$ cat config.mk
export PLATFORM = sky130hd
export DESIGN_NAME = hbpwm_top
export DESIGN_NICKNAME = d
export VERILOG_FILES = /design/src/hbpwm_pkg.sv /design/src/hbpwm_delay.sv /design/src/hbpwm_top.sv
export VERILOG_INCLUDE_DIRS = /design/src /design/src/src
export SDC_FILE = /design/constraint.sdc
export NUM_CORES = 1
export LEC_CHECK = 0
export BUFFER_PORTS_ARGS = -buffer_cell sky130_fd_sc_hd__buf_2
export CAP_MARGIN = 40
export CORE_UTILIZATION = 39
export DETAILED_ROUTE_END_ITERATION = 6
export PLACE_DENSITY_LB_ADDON = 0.3
export SLEW_MARGIN = 10
export SYNTH_ARGS = -nofsm -noshare
export SYNTH_HDL_FRONTEND = slang
export SYNTH_HIERARCHICAL = 1
export SYNTH_SLANG_ARGS = --single-unit
$ cat constraint.sdc
create_clock -name clock -period 9 [get_ports clock]
set_input_delay 1.8 -clock clock [delete_from_list [all_inputs] [get_ports clock]]
set_output_delay 1.8 -clock clock [all_outputs]
set_load 0.01 [all_outputs]
$ cat src/hbpwm_defines.svh
// Purpose: Timing constants of the half-bridge PWM sequencer.
// Assumes: A 40 MHz device clock.
// Notes: Times are in ns; cycle counts derive from them.
`ifndef HBPWM_DEFINES_SVH
`define HBPWM_DEFINES_SVH
`define HBPWM_CLK_NS 25
`define HBPWM_OSC_NS 2500
`define HBPWM_OSC_CYC (`HBPWM_OSC_NS / `HBPWM_CLK_NS)
`define HBPWM_TCLK_NS 65
`define HBPWM_TCLK_CYC ((`HBPWM_TCLK_NS + `HBPWM_CLK_NS - 1) / `HBPWM_CLK_NS)
`define HBPWM_NS_PER_SET 2
`define HBPWM_TD_OFS_NS 20
`define HBPWM_TD_MIN_NS 30
`define HBPWM_T2_OFS_NS 30
`endif

$ cat src/hbpwm_pkg.sv
// Purpose: Types shared by the half-bridge PWM sequencer files.
// Assumes: Nothing beyond the defines header.
// Notes: Comparator levels arrive as one packed group.
package hbpwm_pkg;
	typedef struct packed {
		logic ramp_trip;
		logic vin_above_aux_undervoltage_lockout_input;
		logic bias_ok;
		logic ref_ok;
		logic undervoltage_lockout_input_above_thr;
		logic ss_above_secen;
		logic control_above_offset;
		logic comp_below_en;
		logic rect_ss_above_en;
	} hbpwm_cmp_s;
	typedef struct packed {
		logic low_side_gate_drive;
		logic high_side_gate_drive;
		logic rectifier_drive_a;
		logic rectifier_drive_b;
	} hbpwm_drv_s;
	typedef struct packed {
		logic aux_enable;
		logic aux_on_state;
		logic pri_ss_charge;
		logic rect_ss_charge;
	} hbpwm_sup_s;
	typedef enum logic [2:0] {
		PS_IDLE = 3'b000,
		PS_WAIT = 3'b001,
		PS_ON = 3'b010,
		PS_DEAD = 3'b011,
		PS_FREE = 3'b100
	} hbpwm_ps_e;
	typedef enum logic [1:0] {
		SU_OFF = 2'b00,
		SU_PRI = 2'b01,
		SU_SR = 2'b10
	} hbpwm_su_e;
endpackage

$ cat src/hbpwm_delay.sv
// Purpose: Programmable delay, one pulse after a time given in ns.
// Assumes: target_ns stays steady while a delay runs.
// Notes: Rounds up to whole cycles, plus one register stage.
`timescale 1ns/100ps
module hbpwm_delay #(
	parameter int STEP_NS = 25,
	parameter int TW = 10
) (
	// Clock and reset
	input wire logic clock,
	input wire logic rstn,
	// Request
	input wire logic start,
	input wire logic [TW-1:0] target_ns,
	// Answer
	output logic done
);
	localparam int AW = TW + 1;
	logic active_q;
	logic done_q;
	logic [AW-1:0] acc_q;
	wire reached = acc_q >= {1'b0, target_ns};

	if (STEP_NS < 1 || STEP_NS >= (1 << TW)) begin : g_chk
		$error("Step must be positive.");
	end

	always_ff @(posedge clock or negedge rstn) begin
		if (!rstn) begin
			active_q <= 1'b0;
			done_q <= 1'b0;
			acc_q <= '0;
		end else begin
			done_q <= active_q && reached && !start;
			if (start) begin
				active_q <= 1'b1;
				acc_q <= AW'(STEP_NS);
			end else if (active_q) begin
				if (reached) begin
					active_q <= 1'b0;
				end else begin
					acc_q <= acc_q + AW'(STEP_NS);
				end
			end
		end
	end

	assign done = done_q;
endmodule

$ cat src/hbpwm_top.sv
// Purpose: Half-bridge PWM sequencer with pre-biased start-up.
// Assumes: Analog comparators deliver single-bit levels.
// Notes: Delay settings are static straps in kOhm units.
//
// Operation
// RULE1: Main clock rise switches both rectifier drives off.
// RULE2: Active primary gate turns on at delayed clock fall.
// RULE3: Delayed clock lags by setting times 2 ns plus 20 ns, at least 30.
// RULE4: Clock pulse is 65 ns; first dead-time is delay plus pulse.
// RULE5: Primary ends on ramp trip or next delayed clock rise.
// RULE6: Second dead-time is setting times 2 ns plus 30 ns.
// RULE7: While low side is on, drive B on and drive A off.
// RULE8: Freewheeling holds both primaries off and both rectifiers on.
// RULE9: B off before high side; both back on after second dead-time.
// RULE10: Phases: low transfer, freewheel, high transfer, freewheel.
// RULE11: At maximum duty the clock pulse is the cross-conduction gap.
// RULE12: Start-up runs primary soft-start, then rectifier soft-start.
// RULE13: Auxiliary enabled when input, bias and reference are all valid.
// RULE14: Primary soft-start charges when lockout input, bias, reference valid.
// RULE15: Auxiliary at off level until soft-start reaches its threshold.
// RULE16: Secondary holds its reference discharged while off level seen.
// RULE17: Duty rises only once control exceeds the soft-start offset.
// RULE18: Rectifier soft-start charges once control current drops low.
// RULE19: Smaller of control and soft-start, scaled, feeds duty comparator.
// RULE20: Below rectifier enable level, rectifiers follow their primary pulse.
// RULE21: Analog comparisons arrive as synchronized single-bit inputs.
`timescale 1ns/100ps
`include "hbpwm_defines.svh"
module hbpwm_top #(
	parameter int OSC_CYC = `HBPWM_OSC_CYC,
	parameter int SET_W = 8
) (
	// Clock and reset
	input wire logic clock,
	input wire logic rstn,
	// Comparator levels from the analog front end
	input wire hbpwm_pkg::hbpwm_cmp_s cmp_in,
	// Delay settings
	input wire logic [SET_W-1:0] first_delay_setting,
	input wire logic [SET_W-1:0] second_delay_setting,
	// Gate and rectifier drives
	output hbpwm_pkg::hbpwm_drv_s drive,
	// Supply sequencing
	output hbpwm_pkg::hbpwm_sup_s supply
);
	localparam int TCLK_CYC = `HBPWM_TCLK_CYC;
	localparam int OW = $clog2(OSC_CYC);
	localparam int CW = $clog2(TCLK_CYC + 1);
	localparam int TW = SET_W + 2;

	if (OSC_CYC < 4 * TCLK_CYC || TCLK_CYC < 2) begin : g_chk
		$error("Oscillator period too short for the clock pulse.");
	end

	// ----------------------------------------------------------------
	// Input synchronizers
	// ----------------------------------------------------------------
	hbpwm_pkg::hbpwm_cmp_s meta_q;
	hbpwm_pkg::hbpwm_cmp_s cmp;
	logic [SET_W-1:0] first_meta_q;
	logic [SET_W-1:0] first_set_q;
	logic [SET_W-1:0] second_meta_q;
	logic [SET_W-1:0] second_set_q;

	always_ff @(posedge clock or negedge rstn) begin
		if (!rstn) begin
			meta_q <= '0;
			cmp <= '0;
			first_meta_q <= '0;
			first_set_q <= '0;
			second_meta_q <= '0;
			second_set_q <= '0;
		end else begin
			meta_q <= cmp_in;
			cmp <= meta_q; // RULE21
			first_meta_q <= first_delay_setting;
			first_set_q <= first_meta_q;
			second_meta_q <= second_delay_setting;
			second_set_q <= second_meta_q;
		end
	end

	// ----------------------------------------------------------------
	// Start-up sequencing
	// ----------------------------------------------------------------
	hbpwm_pkg::hbpwm_su_e su_q;
	hbpwm_pkg::hbpwm_su_e su_d;
	logic aux_en_q;
	logic aux_on_q;
	logic pri_ss_q;
	logic rect_ss_q;
	wire rails_ok = cmp.bias_ok && cmp.ref_ok;
	wire aux_en_d = cmp.vin_above_aux_undervoltage_lockout_input && rails_ok; // RULE13
	wire ss_cond = cmp.undervoltage_lockout_input_above_thr && rails_ok; // RULE14
	wire running = su_q != hbpwm_pkg::SU_OFF;
	wire aux_on_d = aux_en_d && ss_cond && running && cmp.ss_above_secen; // RULE15
	wire sync_mode = !(su_q == hbpwm_pkg::SU_SR && cmp.rect_ss_above_en); // RULE20

	always_comb begin
		su_d = su_q;
		unique case (su_q)
			hbpwm_pkg::SU_OFF: begin
				su_d = hbpwm_pkg::SU_PRI; // RULE14
			end
			hbpwm_pkg::SU_PRI: begin
				if (aux_on_q && cmp.comp_below_en) begin
					su_d = hbpwm_pkg::SU_SR; // RULE12 RULE18
				end
			end
			hbpwm_pkg::SU_SR: begin
				su_d = hbpwm_pkg::SU_SR;
			end
			default: begin
				su_d = hbpwm_pkg::SU_OFF;
			end
		endcase
		if (!ss_cond) begin
			su_d = hbpwm_pkg::SU_OFF;
		end
	end

	always_ff @(posedge clock or negedge rstn) begin
		if (!rstn) begin
			su_q <= hbpwm_pkg::SU_OFF;
			aux_en_q <= 1'b0;
			aux_on_q <= 1'b0;
			pri_ss_q <= 1'b0;
			rect_ss_q <= 1'b0;
		end else begin
			su_q <= su_d;
			aux_en_q <= aux_en_d;
			aux_on_q <= aux_on_d;
			pri_ss_q <= su_d != hbpwm_pkg::SU_OFF; // RULE14
			rect_ss_q <= su_d == hbpwm_pkg::SU_SR; // RULE18
		end
	end

	// ----------------------------------------------------------------
	// Main and delayed clocks
	// ----------------------------------------------------------------
	logic [OW-1:0] osc_q;
	logic [CW-1:0] dclk_q;
	logic td_done;
	logic t2_done;
	logic t2_start;
	wire main_rise = osc_q == '0;
	wire dclk_rise = td_done;
	wire dclk_fall = dclk_q == CW'(1);
	wire [TW-1:0] td_raw = TW'(`HBPWM_NS_PER_SET * int'(first_set_q) + `HBPWM_TD_OFS_NS);
	wire [TW-1:0] td_ns = (td_raw < TW'(`HBPWM_TD_MIN_NS)) ? TW'(`HBPWM_TD_MIN_NS) : td_raw; // RULE3
	wire [TW-1:0] t2_ns = TW'(`HBPWM_NS_PER_SET * int'(second_set_q) + `HBPWM_T2_OFS_NS); // RULE6

	always_ff @(posedge clock or negedge rstn) begin
		if (!rstn) begin
			osc_q <= '0;
			dclk_q <= '0;
		end else begin
			osc_q <= (osc_q == OW'(OSC_CYC - 1)) ? '0 : osc_q + OW'(1);
			if (dclk_rise) begin
				dclk_q <= CW'(TCLK_CYC); // RULE4
			end else if (dclk_q != '0) begin
				dclk_q <= dclk_q - CW'(1);
			end
		end
	end

	// A delayed clock rise while a previous pulse is still high restarts it.
	hbpwm_delay #(
		.STEP_NS(`HBPWM_CLK_NS),
		.TW(TW)
	) u_td (
		.clock(clock),
		.rstn(rstn),
		.start(main_rise),
		.target_ns(td_ns),
		.done(td_done)
	);

	hbpwm_delay #(
		.STEP_NS(`HBPWM_CLK_NS),
		.TW(TW)
	) u_t2 (
		.clock(clock),
		.rstn(rstn),
		.start(t2_start),
		.target_ns(t2_ns),
		.done(t2_done)
	);

	// ----------------------------------------------------------------
	// Drive sequencer
	// ----------------------------------------------------------------
	hbpwm_pkg::hbpwm_ps_e ps_q;
	hbpwm_pkg::hbpwm_ps_e ps_d;
	logic [1:0] pri_q;
	logic [1:0] pri_d;
	logic [1:0] rect_q;
	logic [1:0] rect_d;
	logic side_q;
	logic side_d;
	logic arm_q;
	logic arm_d;
	// The ramp comparator already sees the smaller of control and soft-start.
	wire pri_end = cmp.ramp_trip || dclk_rise; // RULE5 RULE11 RULE19
	wire duty_ok = cmp.control_above_offset; // RULE17
	wire [1:0] pri_side = side_q ? 2'b10 : 2'b01;
	wire [1:0] rect_side = side_q ? 2'b01 : 2'b10; // RULE7 RULE9

	always_comb begin
		ps_d = ps_q;
		pri_d = pri_q;
		rect_d = rect_q;
		side_d = side_q;
		arm_d = arm_q;
		t2_start = 1'b0;
		unique case (ps_q)
			hbpwm_pkg::PS_ON: begin
				if (pri_end) begin
					ps_d = hbpwm_pkg::PS_DEAD;
					pri_d = 2'b00;
					t2_start = 1'b1; // RULE6
					if (sync_mode) begin
						rect_d = 2'b00; // RULE20
					end
				end
			end
			hbpwm_pkg::PS_DEAD: begin
				if (t2_done) begin
					ps_d = hbpwm_pkg::PS_FREE; // RULE10
					if (!sync_mode && !arm_q) begin
						rect_d = 2'b11; // RULE8 RULE9
					end
				end
			end
			hbpwm_pkg::PS_IDLE, hbpwm_pkg::PS_WAIT, hbpwm_pkg::PS_FREE: begin
				ps_d = ps_q;
			end
			default: begin
				ps_d = hbpwm_pkg::PS_IDLE;
			end
		endcase
		if (main_rise) begin
			rect_d = 2'b00; // RULE1
			arm_d = 1'b1;
			if (ps_q != hbpwm_pkg::PS_ON) begin
				ps_d = hbpwm_pkg::PS_WAIT;
			end
		end
		if (dclk_fall && arm_q && ps_q != hbpwm_pkg::PS_ON) begin
			arm_d = 1'b0;
			side_d = !side_q; // RULE10
			ps_d = hbpwm_pkg::PS_WAIT;
			if (duty_ok) begin
				ps_d = hbpwm_pkg::PS_ON;
				pri_d = pri_side; // RULE2
				rect_d = rect_side; // RULE7
			end
		end
		if (!running) begin
			ps_d = hbpwm_pkg::PS_IDLE;
			pri_d = 2'b00;
			rect_d = 2'b00;
			side_d = 1'b0;
			arm_d = 1'b0;
		end
	end

	always_ff @(posedge clock or negedge rstn) begin
		if (!rstn) begin
			ps_q <= hbpwm_pkg::PS_IDLE;
			pri_q <= 2'b00;
			rect_q <= 2'b00;
			side_q <= 1'b0;
			arm_q <= 1'b0;
		end else begin
			ps_q <= ps_d;
			pri_q <= pri_d;
			rect_q <= rect_d;
			side_q <= side_d;
			arm_q <= arm_d;
		end
	end

	// ----------------------------------------------------------------
	// Outputs
	// ----------------------------------------------------------------
	assign drive.low_side_gate_drive = pri_q[0];
	assign drive.high_side_gate_drive = pri_q[1];
	assign drive.rectifier_drive_a = rect_q[0];
	assign drive.rectifier_drive_b = rect_q[1];
	assign supply.aux_enable = aux_en_q;
	assign supply.aux_on_state = aux_on_q;
	assign supply.pri_ss_charge = pri_ss_q;
	assign supply.rect_ss_charge = rect_ss_q;

	// ----------------------------------------------------------------
	// Assertions
	// ----------------------------------------------------------------
	wire pri_any = pri_q != 2'b00;
	wire rect_both = rect_q == 2'b11;
endmodule

==> flow_metrics.py <==
metrics = {
    "floorplanning": {
        "core-area_um2": 11600,
        "start_util_pct": 40.6,
        "die-area_um2": 12500,
        "die_w_um": 112,
        "io_pins": 35,
        "rows": 39,
        "die_h_um": 112,
    },
    "cts": {
        "clkSinkCount": 100,
        "clkTransAtPathRegs_ps": 60,
        "cts-root-buf": "clkbuf_16",
        "cts_max_level": 3,
        "postCtsResizedCells": 0,
        "post_cts_buffers": 0,
        "cts_buffer_depth": 2,
        "cts_tree": "done",
        "insertion_delay_ps": 330,
        "cts_hold_buf": 0,
        "cts-buffers-inserted": 9,
    },
    "status": {
        "failed_checks": "design-rule violations",
        "outcome": "complete, but fails checks",
    },
    "global_routing": {
        "first_global_vias": 3007,
        "busiest_layer": "met2",
        "use_met1_pct": 18.0,
        "track_usage_pct": 13.7,
        "grt_use_met2_pct": 21.9,
        "grt_pass1_wl_mm": 13.8,
        "grtUsageMet3_pct": 3.16,
        "grt_antenna_before_repair": 0,
        "overflow": 0,
        "grt_start_max_net_pins": 63,
    },
    "hold_path": {
        "hp-class": "reg -> reg",
        "worstHoldPathCells": 0,
        "holdPathEnd": "first_set_q[2]",
        "worstHoldStart": "first_meta_q[2]",
    },
    "timing": {
        "max_freq_mhz": 288,
        "tightest_slew_ps": 771,
        "hold_viol_final": 0,
        "setup_viol": 0,
        "post-route-period-util_pct": 38.6,
        "slew_headroom_pct": 48.4,
        "slew_violations": 0,
        "setup_tns_ps": 0,
        "rsz0062_at_grt": "no",
        "clock_skew_ps": 5.03,
        "fin_crit_ps": 3470,
    },
    "drt": {
        "drt-pass1-iter-count": 6,
        "vias": 3027,
        "drc": 2,
        "drtIter0Drc": 99,
        "drt-total-wl_mm": 7.58,
        "ant_nets": 0,
        "viasPerCell": 5.05,
        "wl_per_cell_um": 12.6,
    },
    "synth": {
        "synth.most_common_cell": "dfrtp_1",
        "synth_seq_cells": 100,
        "synth_top_family_by_area": "simple AND/OR/NAND/NOR gates",
        "ys.flop_type": "dfrtp_1",
        "ys_seq_area_share_pct": 53.3,
        "synthSimpleGateAreaFrac_pct": 17.1,
        "synth_area_leaders": "dfrtp_1, ha_1, inv_1, xnor2_1, nand3_1",
        "muxShareOfSynthArea_pct": 2.53,
        "synth_cell_types": 69,
        "syn_area_um2": 4690,
        "synth_adder_area_share_pct": 7.74,
        "netlist.area_leader.share_pct": 53.3,
        "yosys.area.top_type": "dfrtp_1",
        "yosys_warnings": 6,
        "syn_area_per_cell_um2": 11.2,
        "ys_top_cells_by_count": "dfrtp_1, inv_1, ha_1, nor2_1, nand3_1",
        "synth_edf_count": 0,
        "synth_compound_area_share_pct": 10.8,
        "async_flop_share_pct": 100,
        "syn_inst": 418,
        "synthXorXnorAreaFrac_pct": 3.17,
    },
    "setup_path": {
        "crit_path_end_kind": "flop",
        "cp.required_ps": 9220,
        "worstPathMaxFanout": 16,
        "reg2reg_to": "u_td/acc_q[7]",
        "start_kind": "flop",
        "worstPathCellList": "ha_1 -> or3_1 -> a211oi_1 -> o211ai_1 -> o21ai_0 -> inv_1 -> ha_1 -> a21o_1 -> a31oi_2 -> o22ai_2 -> nor4_1 -> mux2_1",
        "critPathBufInv": 1,
        "slowest_delay_ps": 420,
        "crit_top_cell": "ha_1",
        "crit_family": "compound AO/OA/AOI/OAI gates",
        "rrSetupSlack_ps": 5530,
        "arrival_ps": 3690,
        "critPathKind": "reg -> reg",
        "slowest_stage": "dfrtp_1",
        "reg2reg_from": "first_set_q[1]",
        "r2r_cells": 12,
    },
    "power_and_ir_drop": {
        "p_leak_nw": 2.45,
        "vdd_drop_max_v": 0.000146,
        "p_per_area_nw_per_um2": 201,
    },
    "placed_design": {
        "dpl-instance-area_um2": 4970,
        "dp_hpwl_mm": 5.40,
        "dp.cells": 585,
        "portBuffers": 34,
        "gp_congestion": 0.790,
    },
    "final_layout": {
        "stdcell_count": 600,
        "final_nets": 509,
        "area_delta_synth_final_pct": 11.8,
        "fin_area_um2": 5250,
        "diodes": 0,
        "drive_gt1_share_pct": 16.2,
    },
    "job": {
        "max-cap-violations": 0,
    },
}
per-stage QoR:
| step | hold slack [ps] | power, mW | utilization (%) | setup WS (ps) |
|---|---|---|---|---|
| floorplan | 331 | 0.659 | - | 5860 |
| global placement | 332 | 0.696 | 42.7 | 5730 |
| detailed placement | 335 | 0.708 | 43.0 | 5530 |
| CTS | 348 | 1.07 | 45.4 | 5530 |
| global route | 347 | 1.12 | 45.4 | 5280 |
| finish | 347 | 1.05 | 45.4 | 5530 |
cells in the final DEF, fill, tap and decap left out, types with 3 or more instances in the layout:
| cell type | instances |
|---|---|
| dfrtp_1 | 100 |
| inv_1 | 36 |
| buf_2 | 33 |
| nor2_1 | 29 |
| ha_1 | 29 |
| nand3_1 | 22 |
| nand2_1 | 20 |
| a21oi_1 | 20 |
| xnor2_1 | 13 |
| nand2b_1 | 10 |
| clkbuf_16 | 9 |
| o21ai_0 | 7 |
| mux2i_1 | 7 |
| nor3_1 | 6 |
| nor3b_1 | 6 |
| a211oi_1 | 6 |
| o31ai_1 | 5 |
| nor2b_1 | 5 |
| or4_1 | 5 |
| xor2_1 | 4 |
| nand3b_1 | 4 |
| or3_1 | 4 |
| o21bai_1 | 4 |
| a21o_1 | 4 |
| nand4_1 | 3 |
| and3_1 | 3 |
| or2_2 | 3 |
area by class of cell:
cell class	instances	area, µm²
Clock buffer	10	239
Clock inverter	5	36.3
Fill cell	1052	6320
Inverter	36	135
Multi-Input combinational cell	270	1950
Sequential cell	100	2500
Tap cell	143	179
Timing Repair Buffer	36	208
flip-flops by register name, summed over array words and instances, names as in the netlist, 3 cells and up:
name	cells
u_t2/acc_q	11
second_meta_q	8
first_set_q	8
cmp	8
meta_q	9
first_meta_q	8
u_td/acc_q	11
ps_q	3
second_set_q	8
osc_q	7
metal layers:
layer / share of wire (%) / vias to the layer above
li1: - / 1518
met1: 49 / 1455
met2: 47 / 46
met3: 2.9 / 8
met4: 1.4 / 0
met5: 0 / -
where the power goes:
| group | internal, mW | switching (mW) | leakage [nW] |
|---|---|---|---|
| logic | 0.0793 | 0.0928 | 1.10 |
| clock network | 0.194 | 0.162 | 0.139 |
| registers | 0.486 | 0.0371 | 1.22 |
| total | 0.760 | 0.292 | 2.45 |
cells by family after synthesis:
group                      count (synthesis)
buffers and inverters                     49
and+or+nand+nor                          141
AOI/OAI and AO/OA                         70
xor gates and xnor gates                  17
muxes                                     11
DFF                                      100
other                                      1
adders and majority gates                 29
worst max-delay path by stage:
stage / cells past startpoint / slack [ps] / end / start
6_report: 12 / 5530 / u_td/acc_q[7] / first_set_q[1]
3_5_place_dp: 12 / 5530 / u_td/acc_q[7] / first_set_q[1]
3_3_place_gp: 12 / 5730 / u_td/acc_q[7] / first_set_q[1]
2_1_floorplan: 13 / 5860 / u_td/acc_q[7] / first_set_q[1]
5_1_grt: 12 / 5280 / u_td/acc_q[7] / first_set_q[1]
4_1_cts: 12 / 5530 / u_td/acc_q[7] / first_set_q[1]
Note: power is estimated with default switching activity, not from simulation.
